===== config.mk =====
export PLATFORM = sky130hd
export DESIGN_NAME = mode_page_decoder
export DESIGN_NICKNAME = d
export VERILOG_FILES = /design/src/lamp_timer.v /design/src/mode_page_decoder.v
export VERILOG_INCLUDE_DIRS = /design/src
export SDC_FILE = /design/constraint.sdc
export NUM_CORES = 1
export LEC_CHECK = 0
export ABC_AREA = 1
export BUFFER_PORTS_ARGS = -buffer_cell sky130_fd_sc_hd__buf_2
export CORE_MARGIN = 1
export CORE_UTILIZATION = 40
export DETAILED_ROUTE_END_ITERATION = 10
export PLACE_DENSITY = 0.7
export SKIP_CTS_REPAIR_TIMING = 1
export SLEW_MARGIN = 15
export SYNTH_ARGS = -nofsm -noshare
export SYNTH_HDL_FRONTEND = slang
export SYNTH_SLANG_ARGS = --single-unit

===== constraint.sdc =====
create_clock -name sys_clk_i -period 5.7 [get_ports sys_clk_i]
set_input_delay 1.14 -clock sys_clk_i [delete_from_list [all_inputs] [get_ports sys_clk_i]]
set_output_delay 1.14 -clock sys_clk_i [all_outputs]
set_load 0.02 [all_outputs]

===== src/mode_page_regs.vh =====
`ifndef MODE_PAGE_REGS_VH
`define MODE_PAGE_REGS_VH

// Register byte addresses on the AHB-Lite slave
`define ADDR_CTRL        8'h00
`define ADDR_COLOR_SEL   8'h04
`define ADDR_BUF_RATIO   8'h08
`define ADDR_STATUS      8'h0c
`define ADDR_PAGE_IN     8'h10
`define ADDR_OCCUPANCY   8'h14

// Page framing values
`define VEND_PAGE_LEN    8'h06
`define DISC_PAGE_CODE   6'h02
`define DISC_PAGE_LEN    8'h0a
`define VEND_PAGE_CODE   6'h00

// Vendor page body byte 7 fields
`define B7_MATRIX_LOAD   0
`define B7_GAMMA_LOAD    1
`define B7_LED           2
// Vendor page body byte 8 fields
`define B8_LAMP          0
`define B8_SENSOR_PWR    1
`define B8_POLARITY      2
`define B8_BYPASS        3
`define B8_PEAKING       4

// Reset values
`define RST_COLOR_SEL    8'h02
`define RST_BUF_RATIO    8'h80

// Lamp hold time: two minutes at 100 MHz
// Sized at 36 bits so the product does not wrap at 32
`define LAMP_HOLD_S      36'h078
`define CLK_HZ           36'h005f5e100
`define LAMP_HOLD_CYC    (`LAMP_HOLD_S * `CLK_HZ)

`endif


===== src/lamp_timer.v =====
`include "mode_page_regs.vh"

module lamp_timer #(
  parameter [35:0] HOLD_CYC = `LAMP_HOLD_CYC
) (
  // Clock and reset
  input  wire       sys_clk_i,
  input  wire       rst_i,
  // Events
  input  wire       lamp_req_i,
  input  wire       activity_i,
  input  wire       new_cmd_i,
  // Lamp drive
  output wire       lamp_on_o
);

  reg [35:0] count_r;    // Cycles left before lamp goes dark
  reg        lit_r;      // Lamp state
  reg        req_d_r;    // Request one cycle ago, for edge detect
  // Only a fresh request relights; a level would undo the timeout
  wire       req_rise = lamp_req_i && !req_d_r;

  // Lamp stays lit while counter runs; activity restarts the count
  always @(posedge sys_clk_i) begin
    if (rst_i) begin
      count_r <= 36'h0;
      lit_r   <= 1'b0;
      req_d_r <= 1'b0;
    end else begin
      req_d_r <= lamp_req_i;
      if (new_cmd_i || req_rise) begin
        count_r <= HOLD_CYC;
        lit_r   <= 1'b1;
      end else if (!lamp_req_i) begin
        lit_r   <= 1'b0;
        count_r <= 36'h0;
      end else if (activity_i && lit_r) begin
        count_r <= HOLD_CYC;
      end else if (lit_r) begin
        if (count_r <= 36'h1)
          lit_r <= 1'b0;
        count_r <= count_r - 36'h1;
      end
    end
  end

  assign lamp_on_o = lit_r;

endmodule


===== src/mode_page_decoder.v =====
// Notes on behaviour
// Host sets vendor page length to 0x06
// LED bit lights amber indicator
// Gamma load bit fills identity gamma table
// Matrix load bit loads identity colour matrix
// Peaking bit enables edge-peaking filter
// Bypass bit routes data around correction
// Polarity bit one makes black 0xFF
// Sensor power follows lamp or scan
// Lamp bit turns lamp on/off
// Lamp off after two idle minutes
// New command lights lamp two minutes; with the lamp bit clear the lamp goes dark the next cycle
// Colour select field picks sensor lines
// Host uses page code 0x02
// Host sets disconnect page length 0x0A
// Wait request holds data till ratio
// Host should program ratio 128
// Host zeroes all reserved fields
// Control bits decoded from bytes 7, 8
// Default loads act once per page
//
// Register access over AHB-Lite and the register offsets were decided locally.
`include "mode_page_regs.vh"

module mode_page_decoder #(
  parameter [35:0] LAMP_HOLD = `LAMP_HOLD_CYC,
  parameter        OCC_W     = 16
) (
  // Clock and reset
  input  wire             sys_clk_i,
  input  wire             rst_i,
  // AHB-Lite slave
  input  wire             hsel_i,
  input  wire [7:0]       haddr_i,
  input  wire [1:0]       htrans_i,
  input  wire             hwrite_i,
  input  wire [2:0]       hsize_i,
  input  wire [31:0]      hwdata_i,
  input  wire             hready_i,
  output wire [31:0]      hrdata_o,
  output wire             hreadyout_o,
  output wire             hresp_o,
  // Command and bus activity from the SCSI front end
  input  wire             new_cmd_i,
  input  wire             bus_activity_i,
  input  wire             scan_active_i,
  // Data status request with wait bit
  input  wire             status_req_i,
  input  wire             status_wait_i,
  input  wire [OCC_W-1:0] buf_occ_i,
  input  wire [OCC_W-1:0] buf_size_i,
  // Controls to the scanner datapath
  output reg              indicator_led_ctrl_o,
  output reg              peaking_filter_enable_o,
  output reg              correction_stage_bypass_o,
  output reg              black_is_ff_o,
  output reg              sensor_array_power_o,
  output wire             lamp_on_o,
  output reg  [7:0]       color_sel_o,
  output reg              data_release_o,
  // Gamma and matrix reload
  output reg              gamma_load_o,
  output reg  [7:0]       gamma_addr_o,
  output reg  [7:0]       gamma_data_o,
  output reg              matrix_load_o,
  output reg  [71:0]      matrix_o
);

  // One-hot page parser states
  // One-hot keeps each state decode down to a single bit
  localparam [3:0] ST_IDLE = 4'b0001;  // Waiting for header
  localparam [3:0] ST_HDR  = 4'b0010;  // Collecting header bytes 1-5
  localparam [3:0] ST_BODY = 4'b0100;  // Collecting body bytes
  localparam [3:0] ST_GAMA = 4'b1000;  // Writing identity gamma

  // Bus phase capture
  // Only one transfer can be in its data phase at a time
  reg        wr_pend_r;       // Data phase of a write is pending
  reg  [7:0] addr_r;          // Address captured in address phase
  reg  [31:0] rdata_r;        // Read data
  // Parser state
  // b7_r and b8_r are both the page images and the control register
  reg  [3:0] state_r;
  reg  [3:0] idx_r;           // Byte index within page
  reg  [5:0] page_code_r;     // Captured page code
  reg  [7:0] page_len_r;      // Captured length
  reg  [7:0] b7_r;            // Vendor byte 7 image
  reg  [7:0] b8_r;            // Vendor byte 8 image
  reg  [7:0] buf_ratio_r;     // Buffer full ratio
  reg        gamma_pend_r;    // Gamma reload owed
  reg  [7:0] gam_idx_r;       // Next identity entry to emit
  reg        waiting_r;       // Wait-mode request outstanding
  reg        bad_page_r;      // Last page had a bad code or length
  reg        lamp_req_r;      // Software lamp request

  // Decode of the bus address phase and the page port
  wire       addr_ph  = hsel_i && hready_i && htrans_i[1];
  wire       page_wr  = wr_pend_r && (addr_r == `ADDR_PAGE_IN);
  wire [7:0] pbyte    = hwdata_i[7:0];

  // Threshold test: occupancy * 255 >= ratio * size
  // Cross-multiplied so no divider is needed; the left side is
  // built as occ*256 - occ, which fits in 24 bits for a 16-bit
  // occupancy, and the compare runs at that width.
  function reached;
    input [OCC_W-1:0] occ;
    input [OCC_W-1:0] size;
    input [7:0]       ratio;
    begin
      reached = ({occ, 8'h00} - {8'h00, occ}) >= (ratio * size);
    end
  endfunction

  // Lamp timeout lives in its own counter
  // The hold count is wide (minutes at the system clock), so it is
  // kept apart from the page logic and shortened only in simulation
  lamp_timer #(
    .HOLD_CYC   (LAMP_HOLD)
  ) u_lamp (
    .sys_clk_i  (sys_clk_i),
    .rst_i      (rst_i),
    .lamp_req_i (lamp_req_r),
    .activity_i (bus_activity_i),
    .new_cmd_i  (new_cmd_i),
    .lamp_on_o  (lamp_on_o)
  );

  // Bus is zero-wait and always OKAY
  // Error responses are never needed: unmapped reads give zero
  assign hreadyout_o = 1'b1;
  assign hresp_o     = 1'b0;
  assign hrdata_o    = rdata_r;

  // Address phase capture and read data
  // Read data is registered at the address edge, so it stands for the
  // whole data phase and the slave never needs a wait state.
  // Only one slave sits on this bus, so hready is simply our own
  // hreadyout looped back by the fabric.
  // Read data returns to zero after one cycle.
  always @(posedge sys_clk_i) begin
    if (rst_i) begin
      wr_pend_r <= 1'b0;
      addr_r    <= 8'h00;
      rdata_r   <= 32'h0;
    end else begin
      wr_pend_r <= addr_ph && hwrite_i;
      addr_r    <= haddr_i;
      rdata_r   <= 32'h0;
      if (addr_ph && !hwrite_i) begin
        // Reads are decoded in the address phase
        case (haddr_i)
          `ADDR_CTRL:      rdata_r <= {16'h0, b8_r, b7_r};
          `ADDR_COLOR_SEL: rdata_r <= {24'h0, color_sel_o};
          `ADDR_BUF_RATIO: rdata_r <= {24'h0, buf_ratio_r};
          // Status bits are live values, read without side effects
          `ADDR_STATUS:    rdata_r <= {26'h0, bad_page_r, waiting_r,
                                       sensor_array_power_o, lamp_on_o,
                                       gamma_pend_r, data_release_o};
          default:         rdata_r <= 32'h0;  // Unmapped reads as zero
        endcase
      end
    end
  end

  // Page byte parser, gamma fill and register writes
  // Each write to the page port carries one byte in its low lane.
  // Byte 0 moves the parser out of idle, bytes 1-5 are the header,
  // and the rest are body bytes counted by idx_r.
  // A page whose code or length is wrong raises the bad-page flag
  // and drops back to idle; later bytes of that page are then taken
  // as the start of a fresh page, so software must not rely on the
  // parser resynchronising without a clean page behind it.
  // Direct register writes share this process so that a page byte
  // and a register write to the same field cannot fight.
  // The gamma walk runs here too, so page bytes are ignored meanwhile.
  always @(posedge sys_clk_i) begin
    if (rst_i) begin
      state_r      <= ST_IDLE;
      idx_r        <= 4'h0;
      page_code_r  <= 6'h0;
      page_len_r   <= 8'h0;
      b7_r         <= 8'h00;
      b8_r         <= 8'h00;
      buf_ratio_r  <= `RST_BUF_RATIO;
      color_sel_o  <= `RST_COLOR_SEL;  // Green line default
      gamma_pend_r <= 1'b0;
      gamma_load_o <= 1'b0;
      gam_idx_r    <= 8'h00;
      gamma_addr_o <= 8'h00;
      gamma_data_o <= 8'h00;
      matrix_load_o <= 1'b0;
      matrix_o     <= 72'h0;
      bad_page_r   <= 1'b0;
    end else begin
      matrix_load_o <= 1'b0;
      gamma_load_o  <= 1'b0;
      // Direct register writes
      // A page byte in the same cycle overrides these, as it comes later
      if (wr_pend_r && addr_r == `ADDR_CTRL) begin
        b7_r <= hwdata_i[7:0];
        b8_r <= hwdata_i[15:8];
      end
      if (wr_pend_r && addr_r == `ADDR_COLOR_SEL)
        color_sel_o <= hwdata_i[7:0];
      if (wr_pend_r && addr_r == `ADDR_BUF_RATIO)
        buf_ratio_r <= hwdata_i[7:0];
      case (state_r)
        ST_IDLE: begin
          // Any page write opens a new page
          if (page_wr) begin
            idx_r   <= 4'h1;
            state_r <= ST_HDR;
          end
        end
        ST_HDR: begin
          // Bytes 4 and 5 carry the page code and length;
          // the reserved header bytes are not checked
          if (page_wr) begin
            if (idx_r == 4'h4)
              page_code_r <= pbyte[5:0];
            if (idx_r == 4'h5)
              page_len_r <= pbyte;
            idx_r <= idx_r + 4'h1;
            if (idx_r == 4'h5)
              state_r <= ST_BODY;
          end
        end
        ST_BODY: begin
          // Length is checked on every body byte, so a wrong page
          // is refused at its first body byte
          if (page_wr) begin
            idx_r <= idx_r + 4'h1;
            if (page_code_r == `VEND_PAGE_CODE) begin
              if (page_len_r != `VEND_PAGE_LEN) begin
                bad_page_r <= 1'b1;
                state_r    <= ST_IDLE;
              end else if (idx_r == 4'h7) begin
                b7_r <= pbyte;
              end else if (idx_r == 4'h8) begin
                b8_r <= pbyte;
              end else if (idx_r == 4'h9) begin
                color_sel_o <= pbyte;
              end else if (idx_r == 4'hb) begin
                bad_page_r <= 1'b0;
                // Reloads fire once as the page completes
                // Byte 7 is already held, so a set bit acts exactly once
                if (b7_r[`B7_MATRIX_LOAD]) begin
                  matrix_load_o <= 1'b1;
                  matrix_o <= {8'h01, 24'h0, 8'h01, 24'h0, 8'h01};
                end
                if (b7_r[`B7_GAMMA_LOAD]) begin
                  gamma_pend_r <= 1'b1;
                  gam_idx_r    <= 8'h00;   // Walk starts at entry zero
                  state_r      <= ST_GAMA;
                end else begin
                  state_r <= ST_IDLE;
                end
              end
            end else if (page_code_r == `DISC_PAGE_CODE) begin
              // Only the buffer full ratio is kept from this page
              if (page_len_r != `DISC_PAGE_LEN) begin
                bad_page_r <= 1'b1;
                state_r    <= ST_IDLE;
              end else if (idx_r == 4'h6) begin
                buf_ratio_r <= pbyte;
              end else if (idx_r == 4'hf) begin
                bad_page_r <= 1'b0;
                state_r    <= ST_IDLE;
              end
            end else begin
              bad_page_r <= 1'b1;
              state_r    <= ST_IDLE;
            end
          end
        end
        ST_GAMA: begin
          // Identity table, one entry a cycle; address and data leave
          // together from the same index so every strobe pairs them
          // Page writes that arrive meanwhile are ignored
          gamma_load_o <= 1'b1;
          gamma_addr_o <= gam_idx_r;
          gamma_data_o <= gam_idx_r;
          gam_idx_r    <= gam_idx_r + 8'h01;
          if (gam_idx_r == 8'hff) begin
            gamma_pend_r <= 1'b0;
            state_r      <= ST_IDLE;
          end
        end
        // Unreachable one-hot codes fall back to idle
        default: state_r <= ST_IDLE;
      endcase
    end
  end

  // Decoded control outputs
  // Registered one cycle behind the byte images so every datapath
  // control changes on a clock edge and never glitches.
  // The lamp request goes to the timer, which owns the lamp itself;
  // the timer relights on a rising request only, and a low request darkens it.
  always @(posedge sys_clk_i) begin
    if (rst_i) begin
      indicator_led_ctrl_o      <= 1'b0;
      peaking_filter_enable_o   <= 1'b0;
      correction_stage_bypass_o <= 1'b0;
      black_is_ff_o             <= 1'b0;
      sensor_array_power_o      <= 1'b0;
      lamp_req_r                <= 1'b0;
    end else begin
      indicator_led_ctrl_o      <= b7_r[`B7_LED];
      peaking_filter_enable_o   <= b8_r[`B8_PEAKING];
      correction_stage_bypass_o <= b8_r[`B8_BYPASS];
      black_is_ff_o             <= b8_r[`B8_POLARITY];
      lamp_req_r                <= b8_r[`B8_LAMP];
      // Array follows lamp, or only scans when bit is clear
      sensor_array_power_o <= b8_r[`B8_SENSOR_PWR] ? lamp_on_o
                                                   : scan_active_i;
    end
  end

  // Wait-mode data release against the ratio threshold
  // A request without the wait bit is answered at once.
  // With the wait bit, the request is remembered and the threshold is
  // tested every cycle until it is met; the release is a single pulse.
  // A plain request that arrives while one waits does not cancel it.
  // The ratio may be rewritten while waiting and takes effect at once.
  always @(posedge sys_clk_i) begin
    if (rst_i) begin
      waiting_r      <= 1'b0;
      data_release_o <= 1'b0;
    end else begin
      data_release_o <= 1'b0;
      if (status_req_i && !status_wait_i)
        data_release_o <= 1'b1;
      // Wait bit set, or a request already waiting
      else if ((status_req_i && status_wait_i) || waiting_r) begin
        if (reached(buf_occ_i, buf_size_i, buf_ratio_r)) begin
          data_release_o <= 1'b1;
          waiting_r      <= 1'b0;
        end else begin
          waiting_r <= 1'b1;
        end
      end
    end
  end

endmodule


==> summary.txt, run 1 <==
Die ar.: 34,540 um2
Max Root-Sink Buffers: 2
Cell row count: 66
Fin nets: 2,392
Maximum clock frequency: 0.1824 GHz
Final Skew: 0.01546 ns
Worst Hold Depth: 2
Crit path time final: 5.482 ns
CP Data Arrival Time: 5.82 ns
Largest net degree at the start of global routing: 48
Worst hold path class: flop to flop
Die X: 185.8 um
Crit end category: flop
TritonRoute pass-1 iters: 6
Finished Layout Cells: 2,595
Power density over the cells: 183.3 nW/um2
Num CTS Buffers: 17
CTS tree: yes
CTS sink count: 146
Leading area contributor after synthesis: dfxtp_1
Synth unique cells: 52
Crit Path Max Fanout: 7
Placed Instance Area: 14,570 um2
Max FFs per register: 36
Ports: 226
Sw Pwr: 0.9123 mW
Status: completed
Layout cells sized above 1: 0.1619
Switching portion of total power: 0.3188
Commonest non-fill, non-tap cell in the layout: nand2_1
First-pass GRT wire length: 57,530 um
Vias in the first global route: 11,890
Worst R2R Start: buf_ratio_r[7]
Cells after DPL: 2,558
Setup CP Type: input pin to flop
Clk Latency, worst-skew pair: 0.44 ns
Fin. Hold Viols: 0
HPWL Detailed: 29,000 um
Slew HR: 0.4605
Routed WL: 35,600 um
Clock Pin Slew Worst Setup and Hold Paths: 0.07 ns
Hold EP: hrdata_o[13]
Gr ovfl total: 0
Port-buffer cells: 118
Via count: 12,550
Maximum VDD drop: 126.4 uV
Top FF cell, synth: dfxtp_1
Gpl congestion: 0.9325
Vias/cell: 4.837
Max-slew violation count: 0
Leakage power: 8.399 nW
Post-synthesis average cell area: 6.790 um2
Largest cells by area after synthesis: dfxtp_1, fa_1, nand2_1, inv_1, ha_1
Area growth from synthesis to layout: 15.47%
Routed WL per cell: 13.72 um
Yosys warnings: 0
Clk pwr share: 0.413
Initial antenna violation count: 3
Post-route ant nets: 0
Yosys top cell area share: 0.2162
Register Area: 2925 um2
Worst reg-to-reg setup slack: 0.34 ns
Commonest non-fill, non-tap cells in the layout: nand2_1, inv_1, nor2_1
H-tree lvl count: 4
Final worst setup slack: 0.2181 ns
Post-synth ARST share: 0
CTS root buffer: clkbuf_16
Cell Area, Synth: 13,520 um2
EDFF count, synth: 0
Worst setup SP type: input pin
Fillers: 3,359
Post-Layout Inst Area: 15,610 um2
Dpl ws: -0.6175 ns
Register share of total power: 0.376
Post-Syn Instances: 1,991
Final Cycle Share: 0.9617
Hold wc startpoint: b8_r[5]
Die height: 185.8 um
Combinational power share: 0.211
Pint: 1.949 mW
Multi-input gate area: 8872 um2
Core ar.: 32,870 um2
Reg2Reg Depth: 25
Worst path required time: 6.03 ns
Endpoints failing setup: 0
Setup_tns: 0 ns
Utilization after layout: 0.4750
Largest Register: u_lamp.count_r
DRC: 0
Total GRT Usage: 0.2085
Synth Register Bits: 146
FF-to-FF End: data_release_o
Worst slew pin tran: 0.8092 ns
Initial drt markers: 780
Initial core utilization: 0.4113
Max_cap viols: 0
Register area share after synthesis: 0.2162
kinds of logic after synthesis:
| family | Yosys count | synth area share |
|---|---|---|
| AO/OA/AOI/OAI | 278 | 0.1110 |
| buffers and inverters | 539 | 0.1796 |
| AND/OR/NAND/NOR | 814 | 0.2620 |
| XOR/XNOR | 44 | 0.02851 |
| adder cells (fa/ha/maj) | 168 | 0.2021 |
| flip-flops | 146 | 0.2162 |
| other | 2 | 0.0005555 |
how the worst max path moves through the flow:
stage / cells past startpoint / to / startpoint
finish: 25 / data_release_o / buf_size_i[6]
global route: 28 / data_release_o / buf_size_i[3]
CTS: 25 / waiting_r / buf_size_i[0]
global placement: 25 / waiting_r / buf_size_i[1]
detailed placement: 25 / waiting_r / buf_size_i[0]
floorplan: 25 / waiting_r / buf_size_i[2]
final cells by class:
type                    count  area share
inverters                 386     0.09281
clock inverters            15     0.01250
diodes                      3   0.0004809
multi-input cells        1391      0.5683
flip-flops and latches    146      0.1874
clock buffers              17     0.02725
repair buffers            195     0.07582
well taps                 442     0.03543
power by group through the flow:
stage                     clock network [mW]  logic, mW  registers, mW
final                                   1.18      0.604           1.08
after detailed placement                   0      0.574           1.10
after global placement                     0      0.560           1.10
after floorplan                            0      0.452           1.10
after global routing                    1.24      0.681           1.08
after CTS                               1.20      0.579           1.07
through the flow:
| step | hold slack (ns) | power (mW) |
|---|---|---|
| after floorplan | 0.4160 | 1.551 |
| after global placement | 0.4366 | 1.655 |
| after detailed placement | 0.4450 | 1.671 |
| after CTS | 0.4488 | 2.849 |
| after global routing | 0.4719 | 2.995 |
| final | 0.4447 | 2.862 |
cell usage after synthesis (4+ instances only):
cell type,n
inv_1,375
dfxtp_1,146
xnor2_1,15
or2_2,4
buf_4,98
a21oi_1,122
o21ai_1,8
inv_2,10
nor2_2,13
nand2_1,408
fa_1,84
a41oi_1,4
o21a_1,7
o21bai_1,6
xor2_1,29
clkbuf_2,5
nand2_2,6
nand3_2,4
clkbuf_1,29
ha_1,84
nor2_1,206
o21ai_0,110
nor3_1,24
nand4_1,35
nor2_8,4
nand3_1,90
buf_2,6
buf_1,13
worst max-delay path, stage by stage:
cell and delay, ns:
buf_2 0.15, nand2_1 0.07, inv_1 0.07, fa_1 0.51, fa_1 0.53, fa_1 0.55, inv_1 0.05, fa_1 0.52
inv_1 0.06, ha_4 0.30, nand2_1 0.10, inv_1 0.08, nand2_1 0.08, buf_4 0.13, nor2_1 0.09, nor2_1 0.04
nand2_1 0.11, xor2_2 0.18, ha_1 0.27, a21oi_1 0.15, o21ai_0 0.11, a21oi_2 0.19, nand4_1 0.17, nand2_1 0.10
nand2_1 0.05
per-layer routing:
metal	track usage	part of all wire
met5	0	0
met4	0.06131	0.018
met3	0.03620	0.064
met2	0.3407	0.47
met1	0.2798	0.45
(Power assumes the default switching activity.)
==> inputs of run 2 (changes only) <==
ABC_AREA = not set   (was 1)
CTS_BUF_LIST = sky130_fd_sc_hd__clkbuf_16   (was not set)
PLACE_DENSITY = 0.71   (was 0.7)
==> run 2 against run 1 <==
The run now ends with setup timing left. Critical path type unchanged. Sequential power is essentially flat. Global-route usage shrank 2.5 points. Worst hold slack gained 0.012 ns. Non-clock buffer count grew 24. Core utilization grew 1.1 points.
==> summary.txt, run 2 <==
Status: finished, violations left
Clock Pin Slew Worst Setup and Hold Paths: 0.06 ns (about the same)
Final Cycle Share: 1.064 (+0.1023)
Max-slew violation count: 0 (unchanged)
Commonest non-fill, non-tap cell in the layout: dfxtp_1
Gr ovfl total: 0 (unchanged)
Post-synthesis average cell area: 8.499 um2 (+25%)
Hold Slack: 0.4569 ns (+0.01221 ns)
Utilization after layout: 0.4858 (+0.01082)
Via count: 10,420 (-17%)
Largest cells by area after synthesis: dfxtp_1, fa_1, ha_1, buf_4, and2_1
Register share of total power: 0.405 (+0.029)
CP Data Arrival Time: 6.43 ns (+0.61 ns)
Routed WL per cell: 14.11 um (+2.9%)
CP max stage cell: fa_1
Worst slew pin tran: 1.192 ns (+0.3826 ns)
Yosys warnings: 0 (unchanged)
Vias in the first global route: 10,090 (-15%)
Synth unique cells: 66 (+27%)
Crit Path Max Fanout: 8 (+1)
Die X: 178.4 um (-4.0%)
# diodes: 0 (-3)
Leakage power: 6.843 nW (-19%)
Commonest non-fill, non-tap cells in the layout: dfxtp_1, nor2_1, inv_1
Cell row count: 64 (-3.0%)
Core ar.: 30,590 um2 (-6.9%)
CTS sink count: 146 (unchanged)
Final Skew: 0.01075 ns (-0.004715 ns)
Layout cells sized above 1: 0.2171 (+0.05527)
EDFF count, synth: 0 (unchanged)
Post-Syn Instances: 1,464 (-26%)
Gpl congestion: 0.8869 (-4.9%)
Area growth from synthesis to layout: 19.44%
Final worst setup slack: -0.3651 ns (-0.5832 ns)
Worst hold path class: flop to flop
Die ar.: 31,810 um2 (-7.9%)
Crit-path cells: buf_4 -> and2_4 -> fa_1 -> fa_2 -> fa_1 -> inv_1 -> fa_1 -> inv_1 -> ha_4 -> nand2_2 -> nor3_4 -> o211ai_1 -> a31oi_1 -> nor2_1 -> xor2_1 -> ha_1 -> a2111oi_4 -> o21ai_1 -> a221oi_2 -> buf_4 -> nand4b_1 -> a211o_1 -> nand2_1
Pint: 1.839 mW (-5.7%)
Failing checks: setup timing
Register area share after synthesis: 0.2349 (+0.01872)
Switching portion of total power: 0.2956 (-0.02324)
Cell Area, Synth: 12,440 um2 (-8.0%)
Post-Layout Inst Area: 14,860 um2 (-4.8%)
Crit path time final: 6.065 ns (+0.5832 ns)
Setup CP Type: input pin to flop
H-tree lvl count: 4 (unchanged)
Max Root-Sink Buffers: 2 (unchanged)
Ports: 226 (unchanged)
Worst setup SP type: input pin
CTS tree: yes
Slew HR: 0.1943 (-0.2663)
Crit end category: flop
Post-synth ARST share: 0 (unchanged)
Max_cap viols: 0 (unchanged)
Port-buffer cells: 118 (unchanged)
Clk pwr share: 0.416 (+0.003)
CTS root buffer: clkbuf_16
Maximum VDD drop: 148.6 uV (+18%)
Placed Instance Area: 13,860 um2 (-4.9%)
Routed WL: 28,990 um (-19%)
Initial drt markers: 479 (-39%)
Power density over the cells: 175.7 nW/um2 (-4.2%)
CP max stage delay: 0.57 ns (+0.02 ns)
TritonRoute pass-1 iters: 5 (-1)
DRC: 0 (unchanged)
Synth Register Bits: 146 (unchanged)
Maximum clock frequency: 0.1649 GHz (-9.6%)
Post-route ant nets: 0 (unchanged)
Total GRT Usage: 0.1836 (-0.02493)
Initial core utilization: 0.4067 (-0.004596)
Leading area contributor after synthesis: dfxtp_1
Synth cell count leaders: dfxtp_1, nor2_1, inv_1
Combinational power share: 0.179 (-0.032)
Top FF cell, synth: dfxtp_1
Endpoints failing setup: 2 (+2)
First-pass GRT wire length: 47,700 um (-17%)
HPWL Detailed: 22,690 um (-22%)
Dpl ws: -1.024 ns (-0.4063 ns)
Clk Latency, worst-skew pair: 0.43 ns (about the same)
Sw Pwr: 0.7716 mW (-15%)
Most frequent cell after synthesis: dfxtp_1
Yosys top cell area share: 0.2349 (+0.01872)
Largest net degree at the start of global routing: 59 (+23%)
Num CTS Buffers: 17 (unchanged)
CP dominant cell by count: fa_1
Die height: 178.4 um (-4.0%)
Fin nets: 1,900 (-21%)
Initial antenna violation count: 0 (-3)
Vias/cell: 5.072 (+4.9%)
Max FFs per register: 36 (unchanged)
RSZ-0062 raised after global routing: true
Largest Register: u_lamp.count_r
Worst path required time: 6.07 ns (+0.04 ns)
Fin. Hold Viols: 0 (unchanged)
-- run 2: cell types whose count changed in the layout (fill, tap and decap cells not counted), sizes merged, moves of 52 or more --
cell,before,now
and2,2,111
o21ai,118,41
nand3,94,33
inv,392,135
mux2i,0,53
nand2,417,110
nor2,226,132
a21oi,125,73
-- run 2: worst max-delay path: cells and delay by family --
family	cells	cell delay [ns]
compound gates	6	1.35
xor+xnor	1	0.16
fa+ha+maj	6	2.62
simple gates	6	0.70
buf+inv	4	0.44
-- run 2: worst paths after layout --
check / startpoint / end / slack (ns) / cells after the start
min reg2reg: u_lamp.count_r[25] / u_lamp.count_r[25] / 0.46 / 2
max reg2reg: buf_ratio_r[5] / waiting_r / -0.15 / 26
max: buf_size_i[2] / waiting_r / -0.37 / 23
min: u_lamp.count_r[25] / u_lamp.count_r[25] / 0.46 / 2
-- run 2: kinds of logic after synthesis --
logic type                 share of synthesized area
other                                      0.0006036
DFF                                           0.2349
AOI/OAI and AO/OA                             0.1110
buffers and inverters                         0.1110
xor gates and xnor gates                     0.04153
and+or+nand+nor                               0.2260
muxes                                        0.05531
adders and majority gates                     0.2196
-- run 2: area by class of cell --
type                            instances  area, um2
Sequential cell                       146       2925
Clock buffer                           17      425.4
Inverter                              127      476.7
Clock inverter                         15      148.9
Fill cell                            2945      15730
Multi-Input combinational cell       1134       8925
Timing Repair Buffer                  219       1464
Tap cell                              396      495.5
-- run 2: routing by layer --
layer / track usage / vias up / wire length (um)
met5: 0 / - / 0
met4: 0.04873 / 0 / 357
met3: 0.02046 / 30 / 1047
met2: 0.3262 / 223 / 14660
met1: 0.2340 / 5030 / 12920
li1: - / 5135 / -
-- run 2: stage by stage --
step / cells / power, mW / TNS [ns]
5_1_grt: 2054 / 2.741 / -1.045
4_1_cts: 2045 / 2.604 / -1.164
3_5_place_dp: 2013 / 1.518 / -1.999
3_3_place_gp: 2013 / 1.509 / -1.903
6_report: 2054 / 2.610 / -0.6701
2_1_floorplan: 1549 / 1.434 / -0.6182
-- run 2: power groups by stage --
stage | clock [mW] | sequential, mW | combinational [mW]
after floorplan | 0 | 1.07 | 0.367
after global placement | 0 | 1.08 | 0.430
after detailed placement | 0 | 1.08 | 0.438
after CTS | 1.11 | 1.06 | 0.441
after global routing | 1.16 | 1.06 | 0.523
final | 1.09 | 1.06 | 0.468
